==> config.mk <==
export PLATFORM = sky130hd
export DESIGN_NAME = special_function_id_reset_regs
export DESIGN_NICKNAME = d
export VERILOG_FILES = /design/src/rtl/sf_regs_pkg.sv /design/src/rtl/reset_cause_capture.sv /design/src/rtl/special_function_id_reset_regs.sv
export SDC_FILE = /design/constraint.sdc
export NUM_CORES = 1
export LEC_CHECK = 0
export BUFFER_PORTS_ARGS = -buffer_cell sky130_fd_sc_hd__buf_2
export CAP_MARGIN = 25
export CORE_MARGIN = 4
export CORE_UTILIZATION = 42
export DETAILED_ROUTE_END_ITERATION = 10
export PLACE_DENSITY_LB_ADDON = 0.05
export RECOVER_POWER = 25
export SLEW_MARGIN = 25
export SYNTH_ARGS = -nofsm -noshare
export SYNTH_HDL_FRONTEND = slang
export SYNTH_HIERARCHICAL = 1
export SYNTH_SLANG_ARGS = --single-unit
==> constraint.sdc <==
create_clock -name clock -period 2.6 [get_ports clock]
set_input_delay 0.52 -clock clock [delete_from_list [all_inputs] [get_ports clock]]
set_output_delay 0.52 -clock clock [all_outputs]
set_load 0.03 [all_outputs]
==> src/rtl/sf_regs_pkg.sv <==
package sf_regs_pkg;

  // ******************************
  // bus geometry
  // ******************************
  localparam int ADDR_W = 5;
  localparam int DATA_W = 32;
  localparam int BE_W   = DATA_W / 8;

  // ******************************
  // register offsets (byte addresses)
  // ******************************
  localparam logic [ADDR_W-1:0] OFS_ID_WORD   = 5'h00;
  localparam logic [ADDR_W-1:0] OFS_ID_EXT    = 5'h04;
  localparam logic [ADDR_W-1:0] OFS_CAUSE     = 5'h08;
  localparam logic [ADDR_W-1:0] OFS_GUARD     = 5'h18;

  // ******************************
  // identity word layout
  // ******************************
  localparam int VERSION_LSB   = 0;
  localparam int VERSION_W     = 5;
  localparam int VERSION_MAX   = 31;
  localparam int FIXED_LSB     = 5;
  localparam logic [2:0] FIXED_PATTERN = 3'h2;
  localparam int PNVM_LSB      = 8;
  localparam int DNVM_LSB      = 12;
  localparam int VRAM_LSB      = 16;
  localparam int FAMILY_LSB    = 20;
  localparam int PTYPE_LSB     = 28;
  localparam int MORE_ID_BIT   = 31;

  // program nonvolatile size codes
  localparam logic [3:0] PNVM_NONE = 4'h0;
  localparam logic [3:0] PNVM_32K  = 4'h3;
  localparam logic [3:0] PNVM_64K  = 4'h5;
  localparam logic [3:0] PNVM_128K = 4'h7;
  localparam logic [3:0] PNVM_256K = 4'h9;
  // data nonvolatile size codes
  localparam logic [3:0] DNVM_NONE = 4'h0;
  // volatile ram size codes
  localparam logic [3:0] VRAM_NONE = 4'h0;
  localparam logic [3:0] VRAM_1K   = 4'h1;
  localparam logic [3:0] VRAM_2K   = 4'h2;
  localparam logic [3:0] VRAM_4K   = 4'h4;
  localparam logic [3:0] VRAM_8K   = 4'h8;
  // program memory type codes
  localparam logic [2:0] PTYPE_M   = 3'h1;
  localparam logic [2:0] PTYPE_R   = 3'h4;

  // ******************************
  // reset cause and guard mode
  // ******************************
  localparam logic [7:0]  CAUSE_PIN    = 8'h6c;
  localparam logic [7:0]  CAUSE_WDOG   = 8'h53;
  localparam logic [15:0] UNLOCK_KEY   = 16'h27a8;
  localparam int          KEY_LSB      = 16;
  localparam int          GUARD_BIT    = 5;
  localparam logic        GUARD_RST    = 1'b0;
  localparam logic [DATA_W-1:0] DATA_ZERO = 32'h0000_0000;

  // ******************************
  // types
  // ******************************
  typedef struct packed {
    logic              read;
    logic              write;
    logic [ADDR_W-1:0] address;
    logic [DATA_W-1:0] writedata;
    logic [BE_W-1:0]   byteenable;
  } avmm_req_t;

  typedef enum logic [1:0] {
    ST_IDLE = 2'b01,
    ST_ACK  = 2'b10
  } bus_fsm_t;

  typedef struct packed {
    bus_fsm_t          fsm;
    logic              waitrequest;
    logic [DATA_W-1:0] readdata;
    logic              guard;
  } regs_state_t;

  typedef struct packed {
    logic [2:0] sync;
    logic       captured;
    logic [7:0] cause;
  } cause_state_t;

  // ******************************
  // legality of identity fields
  // ******************************
  function automatic logic pnvm_legal(input logic [3:0] c);
    return c == PNVM_NONE || c == PNVM_32K || c == PNVM_64K ||
           c == PNVM_128K || c == PNVM_256K;
  endfunction

  function automatic logic vram_legal(input logic [3:0] c);
    return c == VRAM_NONE || c == VRAM_1K || c == VRAM_2K ||
           c == VRAM_4K || c == VRAM_8K;
  endfunction

  function automatic logic bcd_legal(input logic [7:0] c);
    return c[7:4] <= 4'h9 && c[3:0] <= 4'h9;
  endfunction

endpackage

==> src/rtl/reset_cause_capture.sv <==
`timescale 1ns/100ps

module reset_cause_capture (
  input  wire logic       clock,
  input  wire logic       srst,
  input  wire logic       wdog_caused_reset,
  output logic [7:0]      cause_code,
  output logic            cause_valid
);

  sf_regs_pkg::cause_state_t cur_ff;
  sf_regs_pkg::cause_state_t nxt_cur;

  // ******************************
  // capture after release
  // ******************************
  // the level comes from the reset generator, so it is caught by a clock
  // edge after srst falls, never loaded by the reset itself
  always_comb begin
    nxt_cur      = cur_ff;
    nxt_cur.sync = {cur_ff.sync[1:0], wdog_caused_reset};
    if (!cur_ff.captured && (cur_ff.sync[1] == cur_ff.sync[2])) begin
      nxt_cur.captured = 1'b1;
      nxt_cur.cause    = cur_ff.sync[2] ? sf_regs_pkg::CAUSE_WDOG
                                        : sf_regs_pkg::CAUSE_PIN;
    end
  end

  always_ff @(posedge clock) begin
    if (srst) begin
      // chain keeps shifting through reset so it is settled at release;
      // a cleared chain would be caught as a pin reset on the first edge
      cur_ff <= '{sync: nxt_cur.sync, captured: 1'b0,
                  cause: sf_regs_pkg::CAUSE_PIN};
    end else begin
      cur_ff <= nxt_cur;
    end
  end

  assign cause_code  = cur_ff.cause;
  assign cause_valid = cur_ff.captured;

endmodule // reset_cause_capture

==> src/rtl/special_function_id_reset_regs.sv <==
// The Avalon-MM slave port is this design's own decision.
`timescale 1ns/100ps
// Overview of operation
// - bits 4:0 of the identity word hold the silicon version, 0 up to 31.
// - program nvm size codes 0,3,5,7,9 mean none,32K,64K,128K,256K bytes.
// - data nvm size only defines code 0, meaning none present.
// - volatile ram size codes 0,1,2,4,8 mean none,1K,2K,4K,8K bytes.
// - the family code byte is two bcd digits naming the product family.
// - program memory type is one of two defined codes, others reserved.
// - bit 31 reads 1 only when an extended identity exists.
// - the identity extension word at 0x04 is reserved and reads zero.
// - reset cause low byte reads 0x6c after pin reset, 0x53 after watchdog.
// - guard mode writes apply only with key 0x27a8 on top, key reads 0.
// - a guard mode write with a wrong key leaves the register unchanged.
// - guard mode bit 5 selects normal (0) or protect (1) interrupt mode.

module special_function_id_reset_regs #(
  parameter logic [4:0] VERSION     = 5'h00,
  parameter logic [3:0] PNVM_SIZE   = 4'h0,
  parameter logic [3:0] DNVM_SIZE   = 4'h0,
  parameter logic [3:0] VRAM_SIZE   = 4'h8,
  // arbitrary neutral family code, two bcd digits
  parameter logic [7:0] FAMILY_CODE = 8'h12,
  parameter logic [2:0] PTYPE       = 3'h1,
  parameter logic       MORE_ID     = 1'b0
) (
  input  wire logic                          clock,
  input  wire logic                          srst,
  input  wire sf_regs_pkg::avmm_req_t        avmm_req,
  output logic [sf_regs_pkg::DATA_W-1:0]     avmm_readdata,
  output logic                               avmm_waitrequest,
  input  wire logic                          wdog_caused_reset,
  output logic                               interrupt_guard_enable
);

  // ******************************
  // elaboration checks
  // ******************************
  generate
    if (VERSION > sf_regs_pkg::VERSION_MAX) begin : g_bad_version
      $error("version field above its maximum");
    end
    if (!sf_regs_pkg::pnvm_legal(PNVM_SIZE)) begin : g_bad_pnvm
      $error("program nvm size code is reserved");
    end
    if (DNVM_SIZE != sf_regs_pkg::DNVM_NONE) begin : g_bad_dnvm
      $error("data nvm size code is reserved");
    end
    if (!sf_regs_pkg::vram_legal(VRAM_SIZE)) begin : g_bad_vram
      $error("volatile ram size code is reserved");
    end
    if (!sf_regs_pkg::bcd_legal(FAMILY_CODE)) begin : g_bad_family
      $error("family code is not two bcd digits");
    end
    if (PTYPE != sf_regs_pkg::PTYPE_M &&
        PTYPE != sf_regs_pkg::PTYPE_R) begin : g_bad_ptype
      $error("program memory type code is reserved");
    end
  endgenerate

  // ******************************
  // identity word
  // ******************************
  localparam logic [sf_regs_pkg::DATA_W-1:0] ID_WORD =
    (32'(MORE_ID)     << sf_regs_pkg::MORE_ID_BIT)   |
    (32'(PTYPE)       << sf_regs_pkg::PTYPE_LSB)     |
    (32'(FAMILY_CODE) << sf_regs_pkg::FAMILY_LSB)    |
    (32'(VRAM_SIZE)   << sf_regs_pkg::VRAM_LSB)      |
    (32'(DNVM_SIZE)   << sf_regs_pkg::DNVM_LSB)      |
    (32'(PNVM_SIZE)   << sf_regs_pkg::PNVM_LSB)      |
    (32'(sf_regs_pkg::FIXED_PATTERN) << sf_regs_pkg::FIXED_LSB) |
    (32'(VERSION)     << sf_regs_pkg::VERSION_LSB);

  // ******************************
  // decode helpers
  // ******************************
  function automatic logic addr_hit(
    input logic [sf_regs_pkg::ADDR_W-1:0] addr,
    input logic [sf_regs_pkg::ADDR_W-1:0] ofs
  );
    return addr == ofs;
  endfunction

  // key sits in bytes 3:2, so both lanes must be written for it to count
  function automatic logic key_ok(
    input logic [sf_regs_pkg::DATA_W-1:0] wd,
    input logic [sf_regs_pkg::BE_W-1:0]   be
  );
    return (be[3:2] == 2'h3) &&
           (wd[31:sf_regs_pkg::KEY_LSB] == sf_regs_pkg::UNLOCK_KEY);
  endfunction

  // ******************************
  // reset cause
  // ******************************
  logic [7:0] cause_code;
  sf_regs_pkg::regs_state_t cur_ff;
  sf_regs_pkg::regs_state_t nxt_cur;

  reset_cause_capture u_cause (
    .clock             (clock),
    .srst              (srst),
    .wdog_caused_reset (wdog_caused_reset),
    .cause_code        (cause_code),
    .cause_valid       ()
  );

  // ******************************
  // read mux
  // ******************************
  logic [sf_regs_pkg::DATA_W-1:0] rd_value;

  always_comb begin
    rd_value = sf_regs_pkg::DATA_ZERO;
    if (addr_hit(avmm_req.address, sf_regs_pkg::OFS_ID_WORD)) begin
      rd_value = ID_WORD;
    end else if (addr_hit(avmm_req.address, sf_regs_pkg::OFS_ID_EXT)) begin
      rd_value = sf_regs_pkg::DATA_ZERO;
    end else if (addr_hit(avmm_req.address, sf_regs_pkg::OFS_CAUSE)) begin
      rd_value = {24'h00_0000, cause_code};
    end else if (addr_hit(avmm_req.address, sf_regs_pkg::OFS_GUARD)) begin
      // key field and spare bits always read zero
      rd_value[sf_regs_pkg::GUARD_BIT] = cur_ff.guard;
    end
  end

  // ******************************
  // bus slave and guard register
  // ******************************
  // one wait cycle per access: costs a cycle, but readdata and waitrequest
  // both come straight from flops
  always_comb begin
    nxt_cur = cur_ff;
    unique case (cur_ff.fsm)
      sf_regs_pkg::ST_IDLE: begin
        if (avmm_req.read || avmm_req.write) begin
          nxt_cur.fsm         = sf_regs_pkg::ST_ACK;
          nxt_cur.waitrequest = 1'b0;
          nxt_cur.readdata    = avmm_req.read ? rd_value
                                              : sf_regs_pkg::DATA_ZERO;
        end
      end
      sf_regs_pkg::ST_ACK: begin
        nxt_cur.fsm         = sf_regs_pkg::ST_IDLE;
        nxt_cur.waitrequest = 1'b1;
        nxt_cur.readdata    = sf_regs_pkg::DATA_ZERO;
        // write lands on the edge where waitrequest is seen low;
        // other offsets simply drop the write
        if (avmm_req.write &&
            addr_hit(avmm_req.address, sf_regs_pkg::OFS_GUARD) &&
            key_ok(avmm_req.writedata, avmm_req.byteenable) &&
            avmm_req.byteenable[0]) begin
          nxt_cur.guard = avmm_req.writedata[sf_regs_pkg::GUARD_BIT];
        end
      end
      // illegal code: fall back to idle rather than lock the bus
      default: begin
        nxt_cur.fsm         = sf_regs_pkg::ST_IDLE;
        nxt_cur.waitrequest = 1'b1;
        nxt_cur.readdata    = sf_regs_pkg::DATA_ZERO;
      end
    endcase
  end

  always_ff @(posedge clock) begin
    if (srst) begin
      cur_ff <= '{fsm:         sf_regs_pkg::ST_IDLE,
                  waitrequest: 1'b1,
                  readdata:    sf_regs_pkg::DATA_ZERO,
                  guard:       sf_regs_pkg::GUARD_RST};
    end else begin
      cur_ff <= nxt_cur;
    end
  end

  // ******************************
  // outputs
  // ******************************
  assign avmm_readdata          = cur_ff.readdata;
  assign avmm_waitrequest       = cur_ff.waitrequest;
  assign interrupt_guard_enable = cur_ff.guard;

endmodule // special_function_id_reset_regs

==> results of run 1 <==
## stage by stage
stage          utilization, %  cell area (sq um)  instances  hold WS (ns)
3_5_place_dp            45.84               1033        164        0.3157
3_3_place_gp            45.84               1033        164        0.3233
4_1_cts                 46.84               1056        167        0.3198
2_1_floorplan               -               1094        135        0.3096
6_report                46.67               1052        167        0.3299
5_1_grt                 46.67               1052        167        0.3184
## per-layer routing
metal  global-route usage, %  vias to the layer above
met5                       0                        -
met4                   3.974                        0
met3                   4.751                        4
met1                   12.74                      344
li1                        -                      375
met2                   19.25                       35
## path summary, 6_finish.rpt
path | startpoint | end | slack [ns] | depth (start not counted)
setup / recovery | avmm_readdata[24]$_SDFFE_PP0P_ | avmm_readdata[28] | 1.20 | 1
setup reg to reg | cur_ff[34]$_SDFFE_PP1P_ | cur_ff[34]$_SDFFE_PP1P_ | 1.33 | 3
hold / removal | wdog_caused_reset | u_cause/cur_ff[9]$_DFF_P_ | 0.33 | 1
hold reg to reg | u_cause/cur_ff[9]$_DFF_P_ | u_cause/cur_ff[10]$_DFF_P_ | 0.34 | 0
## cells in the mapped netlist (2+ instances only)
| cell | number |
|---|---|
| sky130_fd_sc_hd__nor4b_1 | 2 |
| sky130_fd_sc_hd__a21o_1 | 2 |
| sky130_fd_sc_hd__buf_2 | 2 |
| sky130_fd_sc_hd__conb_1 | 3 |
| sky130_fd_sc_hd__nor2_1 | 12 |
| sky130_fd_sc_hd__buf_4 | 40 |
| sky130_fd_sc_hd__inv_1 | 4 |
| sky130_fd_sc_hd__o21ai_1 | 2 |
| sky130_fd_sc_hd__o21ai_0 | 3 |
| sky130_fd_sc_hd__dfxtp_1 | 18 |
| sky130_fd_sc_hd__and4b_1 | 2 |
| sky130_fd_sc_hd__a22oi_1 | 6 |
## cells by family after synthesis
logic type	after synthesis	synth area share, %
mux	1	1.102
xor+xnor	1	0.8569
flops	18	35.25
buf+inv	46	31.82
compound gates	18	11.99
other cells	3	1.102
simple gates	29	17.87
## where the power goes
group | switching (W) | total (W) | internal (W)
clock network | 0.0000762 | 0.000130 | 0.0000538
logic | 0.0000675 | 0.0000969 | 0.0000293
registers | 0.00000717 | 0.000293 | 0.000285
total | 0.000151 | 0.000520 | 0.000369
## placed cells by master, fill, tap and decap left out, types with 2 or more instances in the layout
cell	count
sky130_fd_sc_hd__nor4b_1	2
sky130_fd_sc_hd__dfxtp_1	18
sky130_fd_sc_hd__a22oi_1	6
sky130_fd_sc_hd__inv_1	4
sky130_fd_sc_hd__clkbuf_4	3
sky130_fd_sc_hd__o21ai_0	4
sky130_fd_sc_hd__and4b_1	2
sky130_fd_sc_hd__conb_1	22
sky130_fd_sc_hd__nor2_1	12
sky130_fd_sc_hd__nor2b_1	2
sky130_fd_sc_hd__buf_2	42
sky130_fd_sc_hd__a21o_1	2
## sequential cells by signal, summed over array words and instances, names as in the netlist
name and count:
u_cause/cause_valid 1, cur_ff 2, u_cause/cause_code 2, interrupt_guard_enable 1, u_cause/cur_ff 3, avmm_readdata 9
## area by class of cell
type,instances,area (sq um),area share (%)
well taps,28,35.03,3.329
flip-flops and latches,18,360.3,34.24
repair buffers,43,214.0,20.33
inverters,4,15.01,1.427
multi-input cells,71,405.4,38.53
clock buffers,3,22.52,2.140
==> impl_table.tex, run 1 <==
\begin{tabular}{lr}
\hline
Metric & Value \\
\hline
\multicolumn{2}{l}{\textbf{Detailed routing}} \\
Final routed wirelength across all metal layers & 1814 um \\
Met3 routed WL & 198 um \\
Vias per cell & 4.539 \\
Met2 wire length & slightly below 900 um \\
First-iteration detailed-routing DRC count & 8 \\
Highest routing layer actually used & met4 \\
Post-DR wirelength/cell & 10.86 um \\
Total via count after detailed routing & 758 \\
M1 wire length & 708 um \\
Final ANT Viol Nets & 0 \\
First-pass DRT Iterations & 4 \\
DR DRC count & 0 \\
\multicolumn{2}{l}{\textbf{Critical path}} \\
Slowest stage cell, crit path & sky130\_fd\_sc\_hd\_\_dfxtp\_1 \\
Worst Setup End Kind & output pin \\
Worst Path Buf+Inv & 1 \\
Category of the critical setup timing path & reg2out \\
Required time of the critical path & 2.08 ns \\
Arrival time at the worst endpoint & 0.88 ns \\
Startpoint class of the critical path & flop \\
Maximum fanout count along the critical path & 5 \\
Chain of cells forming the critical path & buf\_2 \\
Peak per-stage delay on the critical path & 0.38 ns \\
Largest delay share family, worst path & flip-flops \\
\multicolumn{2}{l}{\textbf{GRT}} \\
Vias in the first global route & 656 \\
Total grt overflow & 0 \\
Global-route usage over all layers & 11.35\% \\
Antenna violations before repair & 0 \\
Maximum number of pins on one net before global-route repair & 11 \\
First-pass GRT wire length & 2884 um \\
\multicolumn{2}{l}{\textbf{Timing}} \\
Final TNS setup & 0 ns \\
Final max-slew violation count & 0 \\
Slew @ Worst Pin & 0.6095 ns \\
Max Clock Freq & 714.4 MHz \\
Setup skew after layout & 0.001621 ns \\
Final Setup Violations & 0 \\
Post-layout minimum cycle time & 1.400 ns \\
RSZ-0062 raised after global routing & false \\
Max-Slew Margin vs Limit & about three fifths \\
Count of final hold-check violations & 0 \\
Final period util & 53.84\% \\
PnR worst setup slack & 1.200 ns \\
\multicolumn{2}{l}{\textbf{Yosys}} \\
Synthesis Warnings & 6 \\
Top\_reg\_cell synth & sky130\_fd\_sc\_hd\_\_dfxtp\_1 \\
Number of enable-type register cells in the synthesized netlist & 0 \\
Gate count of the mapped netlist & 116 \\
Share of the synthesized area in the top cell type & 35.25\% \\
Syn Std Cell Area & 1022 sq um \\
Count of cell types in the netlist & 32 \\
Mean area per synthesized cell & roughly 8.8 sq um \\
Sequential-to-total area share from yosys stat & approximately a third \\
Share of synthesized flip-flops with an asynchronous set or reset & 0\% \\
Top cell type by total area after synthesis & sky130\_fd\_sc\_hd\_\_dfxtp\_1 \\
Number of flip-flops and latches in the synthesized netlist & 18 \\
Leading cell types by total area after synthesis & sky130\_fd\_sc\_hd\_\_dfxtp\_1 (35\%), sky130\_fd\_sc\_hd\_\_buf\_4 (29\%), sky130\_fd\_sc\_hd\_\_a22oi\_1 (4.4\%) \\
\multicolumn{2}{l}{\textbf{Power and ir drop}} \\
Power, Total & 0.0005196 W \\
Leak pwr & 0.5367 nW \\
Pwr Density & 493.8 nW/um\^{}2 \\
Worst IR drop on VDD & 0.3400 mV \\
\multicolumn{2}{l}{\textbf{Clocking}} \\
Resized Gates After CTS & 0 \\
Buffer count from post-CTS setup fixing & 0 \\
CTS tree & yes \\
CTS HTree Levels & 1 \\
Sink count of the clock tree & 18 \\
Clock edge transition at the registers on the reported setup and hold paths & 0.09 ns \\
Source-to-sink clock delay at the later pin of the worst-skew pair & 0.28 ns \\
Max Root-Sink Buffers & 2 \\
Number of hold-repair buffers added at the cts stage & 0 \\
CTS Root Buffer Type & sky130\_fd\_sc\_hd\_\_clkbuf\_4 \\
Clock buffers created by TritonCTS & 3 \\
\multicolumn{2}{l}{\textbf{Layout}} \\
Signed area change from the synthesized netlist to the final layout & 2.938\% \\
Layout net count & approximately 190 \\
Layout filler cell count & 235 \\
Layout cells sized above 1 & 35.25\% \\
Number of diodes & 0 \\
\multicolumn{2}{l}{\textbf{Hold path}} \\
Class of the tightest hold or removal check & in2reg \\
\multicolumn{2}{l}{\textbf{Placement}} \\
HPWL after detailed placement & 1514 um \\
Pre-CTS setup slack & about 0.97 ns \\
Final weighted congestion of routability-driven global placement & 0.6400 \\
Number of port buffers & 43 \\
\multicolumn{2}{l}{\textbf{Run}} \\
Maxcap violations & 0 \\
\multicolumn{2}{l}{\textbf{Floorplan}} \\
Placement Rows & 17 \\
Total Die Area & 3287 sq um \\
Starting density of the core & 45.34\% \\
Height of the die & 57.34 um \\
Placeable core area & 2255 sq um \\
I/O Pins & 80 \\
Die boundary width & roughly 57 um \\
\multicolumn{2}{l}{\textbf{Outcome}} \\
Status & finished clean \\
\hline
\end{tabular}
Note: power is estimated with default switching activity, not from simulation.
==> inputs of run 2 (changes only) <==
ABC_AREA = 1   (was not set)
CORE_UTILIZATION = 37   (was 42)
clock period = 1.2 ns   (was 2.6 ns; I/O delays follow)
==> run 2 against run 1 <==
Net effect:
- clock power rose to 2.9 times the previous value
- design area rose by 17%
- register-to-register slack got worse by 1.1 ns
- synthesized area rose by 14%
- largest cell class unchanged
- via count rose by 26%
- sequential power rose by 120%
- sequential share of layout area fell by 5.1 points
- die area rose by 25%
- utilization fell by 5.8 points
- flip-flop and latch count did not move
- first-iteration DRC count rose to 2.9 times the previous value
- non-clock buffer count rose by 1
==> impl_table.tex, run 2 <==
\begin{tabular}{lr}
\hline
Metric & Value \\
\hline
\multicolumn{2}{l}{\textbf{Power and ir drop}} \\
Leak pwr & 0.6837 nW \\
Pwr Density & 1014 nW/um\^{}2 \\
Part of the power in registers & 50.5\% \\
Switching part of the total power & 30.47\% \\
Worst IR drop on VDD & between 0.6 and 0.7 mV \\
Fraction of power consumed by the clock network & 29.7\% \\
Cell internal pwr & $\sim$0.00087 W \\
Proportion of power drawn by combinational gates & 19.8\% \\
Power spent charging and discharging nets & 0.0003819 W \\
\multicolumn{2}{l}{\textbf{Critical path}} \\
Category of the critical setup timing path & reg2out \\
Critical Path Start & avmm\_readdata[24]\$\_SDFFE\_PP0P\_ \\
Chain of cells forming the critical path & buf\_2 \\
Startpoint of the worst-slack reg-to-reg timing path & cur\_ff[34]\$\_SDFFE\_PP1P\_ \\
Required time of the critical path & 0.96 ns \\
Worst Path Buf+Inv & 1 \\
Maximum fanout count along the critical path & 5 \\
Largest delay share family, worst path & flip-flops \\
Worst Setup End Kind & output pin \\
Peak per-stage delay on the critical path & 0.39 ns \\
Slowest stage cell, crit path & sky130\_fd\_sc\_hd\_\_dfxtp\_1 \\
Arrival time at the worst endpoint & about 0.90 ns \\
Startpoint class of the critical path & flop \\
\multicolumn{2}{l}{\textbf{Timing}} \\
Post-layout minimum cycle time & 1.136 ns \\
PnR worst setup slack & 0.06363 ns \\
Setup skew after layout & 0.003757 ns \\
Final max-slew violation count & 0 \\
Final TNS setup & 0 ns \\
Final Setup Violations & 0 \\
Final period util & 94.70\% \\
RSZ-0062 raised after global routing & true \\
Count of final hold-check violations & 0 \\
Max Clock Freq & 880.0 MHz \\
\multicolumn{2}{l}{\textbf{Yosys}} \\
Syn Std Cell Area & 1167 sq um \\
Dominant cell by count in the synthesized netlist & sky130\_fd\_sc\_hd\_\_buf\_4 \\
Share of synthesized flip-flops with an asynchronous set or reset & 0\% \\
Sequential-to-total area share from yosys stat & between 30 and 40\% \\
Count of cell types in the netlist & 18 \\
Number of enable-type register cells in the synthesized netlist & 0 \\
Most frequent cells after synthesis & sky130\_fd\_sc\_hd\_\_buf\_4 (40), sky130\_fd\_sc\_hd\_\_nand2\_1 (35), sky130\_fd\_sc\_hd\_\_inv\_1 (25) \\
Top\_reg\_cell synth & sky130\_fd\_sc\_hd\_\_dfxtp\_1 \\
Synthesis Warnings & 6 \\
Leading cell types by total area after synthesis & sky130\_fd\_sc\_hd\_\_dfxtp\_1 (31\%), sky130\_fd\_sc\_hd\_\_buf\_4 (26\%), sky130\_fd\_sc\_hd\_\_nand2\_1 (11\%) \\
Gate count of the mapped netlist & 173 \\
Share of the synthesized area in the top cell type & between 30\% and 40\% \\
Mean area per synthesized cell & 6.748 sq um \\
Number of flip-flops and latches in the synthesized netlist & 18 \\
Top cell type by total area after synthesis & sky130\_fd\_sc\_hd\_\_dfxtp\_1 \\
\multicolumn{2}{l}{\textbf{Outcome}} \\
Status & finished clean \\
\multicolumn{2}{l}{\textbf{Detailed routing}} \\
Post-DR wirelength/cell & 8.597 um \\
DR DRC count & 0 \\
Final ANT Viol Nets & 0 \\
First-iteration detailed-routing DRC count & 23 \\
Total via count after detailed routing & about 960 \\
Final routed wirelength across all metal layers & 2089 um \\
First-pass DRT Iterations & 3 \\
Vias per cell & 3.930 \\
\multicolumn{2}{l}{\textbf{Clocking}} \\
CTS Root Buffer Type & sky130\_fd\_sc\_hd\_\_clkbuf\_4 \\
Max Root-Sink Buffers & 2 \\
Source-to-sink clock delay at the later pin of the worst-skew pair & 0.29 ns \\
Number of hold-repair buffers added at the cts stage & 0 \\
Clock buffers created by TritonCTS & 3 \\
CTS tree & yes \\
CTS HTree Levels & 1 \\
Buffer count from post-CTS setup fixing & 0 \\
Resized Gates After CTS & 0 \\
Sink count of the clock tree & 18 \\
Clock edge transition at the registers on the reported setup and hold paths & approximately 0.10 ns \\
\multicolumn{2}{l}{\textbf{Placement}} \\
Final weighted congestion of routability-driven global placement & 0.6654 \\
Pre-CTS setup slack & 0.1084 ns \\
HPWL after detailed placement & 1730 um \\
Number of port buffers & 43 \\
Number of placed instances, taps included & 239 \\
\multicolumn{2}{l}{\textbf{Layout}} \\
Most frequent cells in the layout & sky130\_fd\_sc\_hd\_\_buf\_2 (43), sky130\_fd\_sc\_hd\_\_nand2\_1 (35), sky130\_fd\_sc\_hd\_\_inv\_1 (26) \\
Area of the multi-input gates & 460.4 sq um \\
Layout net count & 246 \\
Number of diodes & 0 \\
Leading cell type in the layout, fill and taps excluded & sky130\_fd\_sc\_hd\_\_buf\_2 \\
Count of placed standard cells in the final layout, fillers left out & 243 \\
Layout filler cell count & around 330 \\
Storage cell area & 360.3 sq um \\
Signed area change from the synthesized netlist to the final layout & 5.895\% \\
Layout cells sized above 1 & 27.64\% \\
Flip-flop count of the largest register after layout & 9 \\
\multicolumn{2}{l}{\textbf{Hold path}} \\
Class of the tightest hold or removal check & in2reg \\
Worst hold start & wdog\_caused\_reset \\
\multicolumn{2}{l}{\textbf{GRT}} \\
Antenna violations before repair & 0 \\
Total grt overflow & 0 \\
First-pass GRT wire length & 3429 um \\
Maximum number of pins on one net before global-route repair & 11 \\
Global-route usage over all layers & about 10\% \\
Vias in the first global route & 831 \\
\multicolumn{2}{l}{\textbf{Floorplan}} \\
Height of the die & about 64 um \\
Starting density of the core & 38.55\% \\
I/O Pins & 80 \\
Total Die Area & 4118 sq um \\
Die boundary width & between 60 and 70 um \\
Placement Rows & 20 \\
Placeable core area & 3028 sq um \\
\multicolumn{2}{l}{\textbf{Run}} \\
Maxcap violations & 0 \\
\hline
\end{tabular}
## run 2: cell types whose count changed in the layout (fill, tap and decap cells not counted), sizes merged, moves of 3 or more
| cell | change |
|---|---|
| nand2 | +35 |
| inv | +23 |
| nand3 | +10 |
| nor2 | +9 |
| a21oi | +8 |
| a22oi | -6 |
| o21ai | -5 |
| nor4b | -3 |
## run 2: worst paths after layout
| check | end | slack [ns] | depth (start not counted) |
|---|---|---|---|
| min reg2reg | u_cause/cur_ff[10]$_DFF_P_ | 0.34 | 0 |
| max reg2reg | cur_ff[34]$_SDFFE_PP1P_ | 0.21 | 5 |
| min | u_cause/cur_ff[9]$_DFF_P_ | 0.05 | 1 |
| max | avmm_readdata[21] | 0.06 | 1 |
## run 2: area by class of cell
| class | instances | share of cell area [%] |
|---|---|---|
| Clock buffer | 4 | 2.935 |
| Inverter | 27 | 8.198 |
| Sequential cell | 18 | 29.15 |
| Tap cell | 44 | 4.453 |
| Multi-Input combinational cell | 106 | 37.25 |
| Timing Repair Buffer | 44 | 18.02 |
## run 2: metal layers
metal | vias up | GRT usage, % | wire (um) | part of all wire, %
met5 | - | 0 | 0 | 0
met4 | 0 | 3.166 | 15 | 0.72
met3 | 2 | 2.812 | 163 | 7.8
met2 | 31 | 17.03 | 962 | 46
met1 | 409 | 12.41 | 947 | 45
li1 | 513 | - | - | -
## run 2: cells by family (layout without fill, tap and decap cells)
logic type	count (synthesis)	in the layout	share of synthesized area [%]
AO/OA/AOI/OAI	11	11	5.359
AND/OR/NAND/NOR	73	73	27.44
buffers and inverters	68	75	35.37
other	3	22	0.9646
flip-flops	18	18	30.87
## run 2: power by group through the flow
stage	clock (W)	sequential, W	combinational, W
after floorplan	0	0.000650	0.000249
after global placement	0	0.000647	0.000248
after detailed placement	0	0.000646	0.000252
after CTS	0.000394	0.000633	0.000253
after global routing	0.000415	0.000636	0.000276
final	0.000372	0.000633	0.000249
## run 2: stage by stage
| step | utilization (%) | hold WS (ns) | area (sq um) | total power [W] |
|---|---|---|---|---|
| global route | 40.83 | 0.03679 | 1236 | 0.001326 |
| floorplan | - | 0.2677 | 1239 | 0.0008990 |
| detailed placement | 39.79 | 0.3154 | 1205 | 0.0008984 |
| finish | 40.83 | 0.04504 | 1236 | 0.001253 |
| CTS | 40.99 | 0.03109 | 1241 | 0.001280 |
| global placement | 39.79 | 0.3161 | 1205 | 0.0008950 |
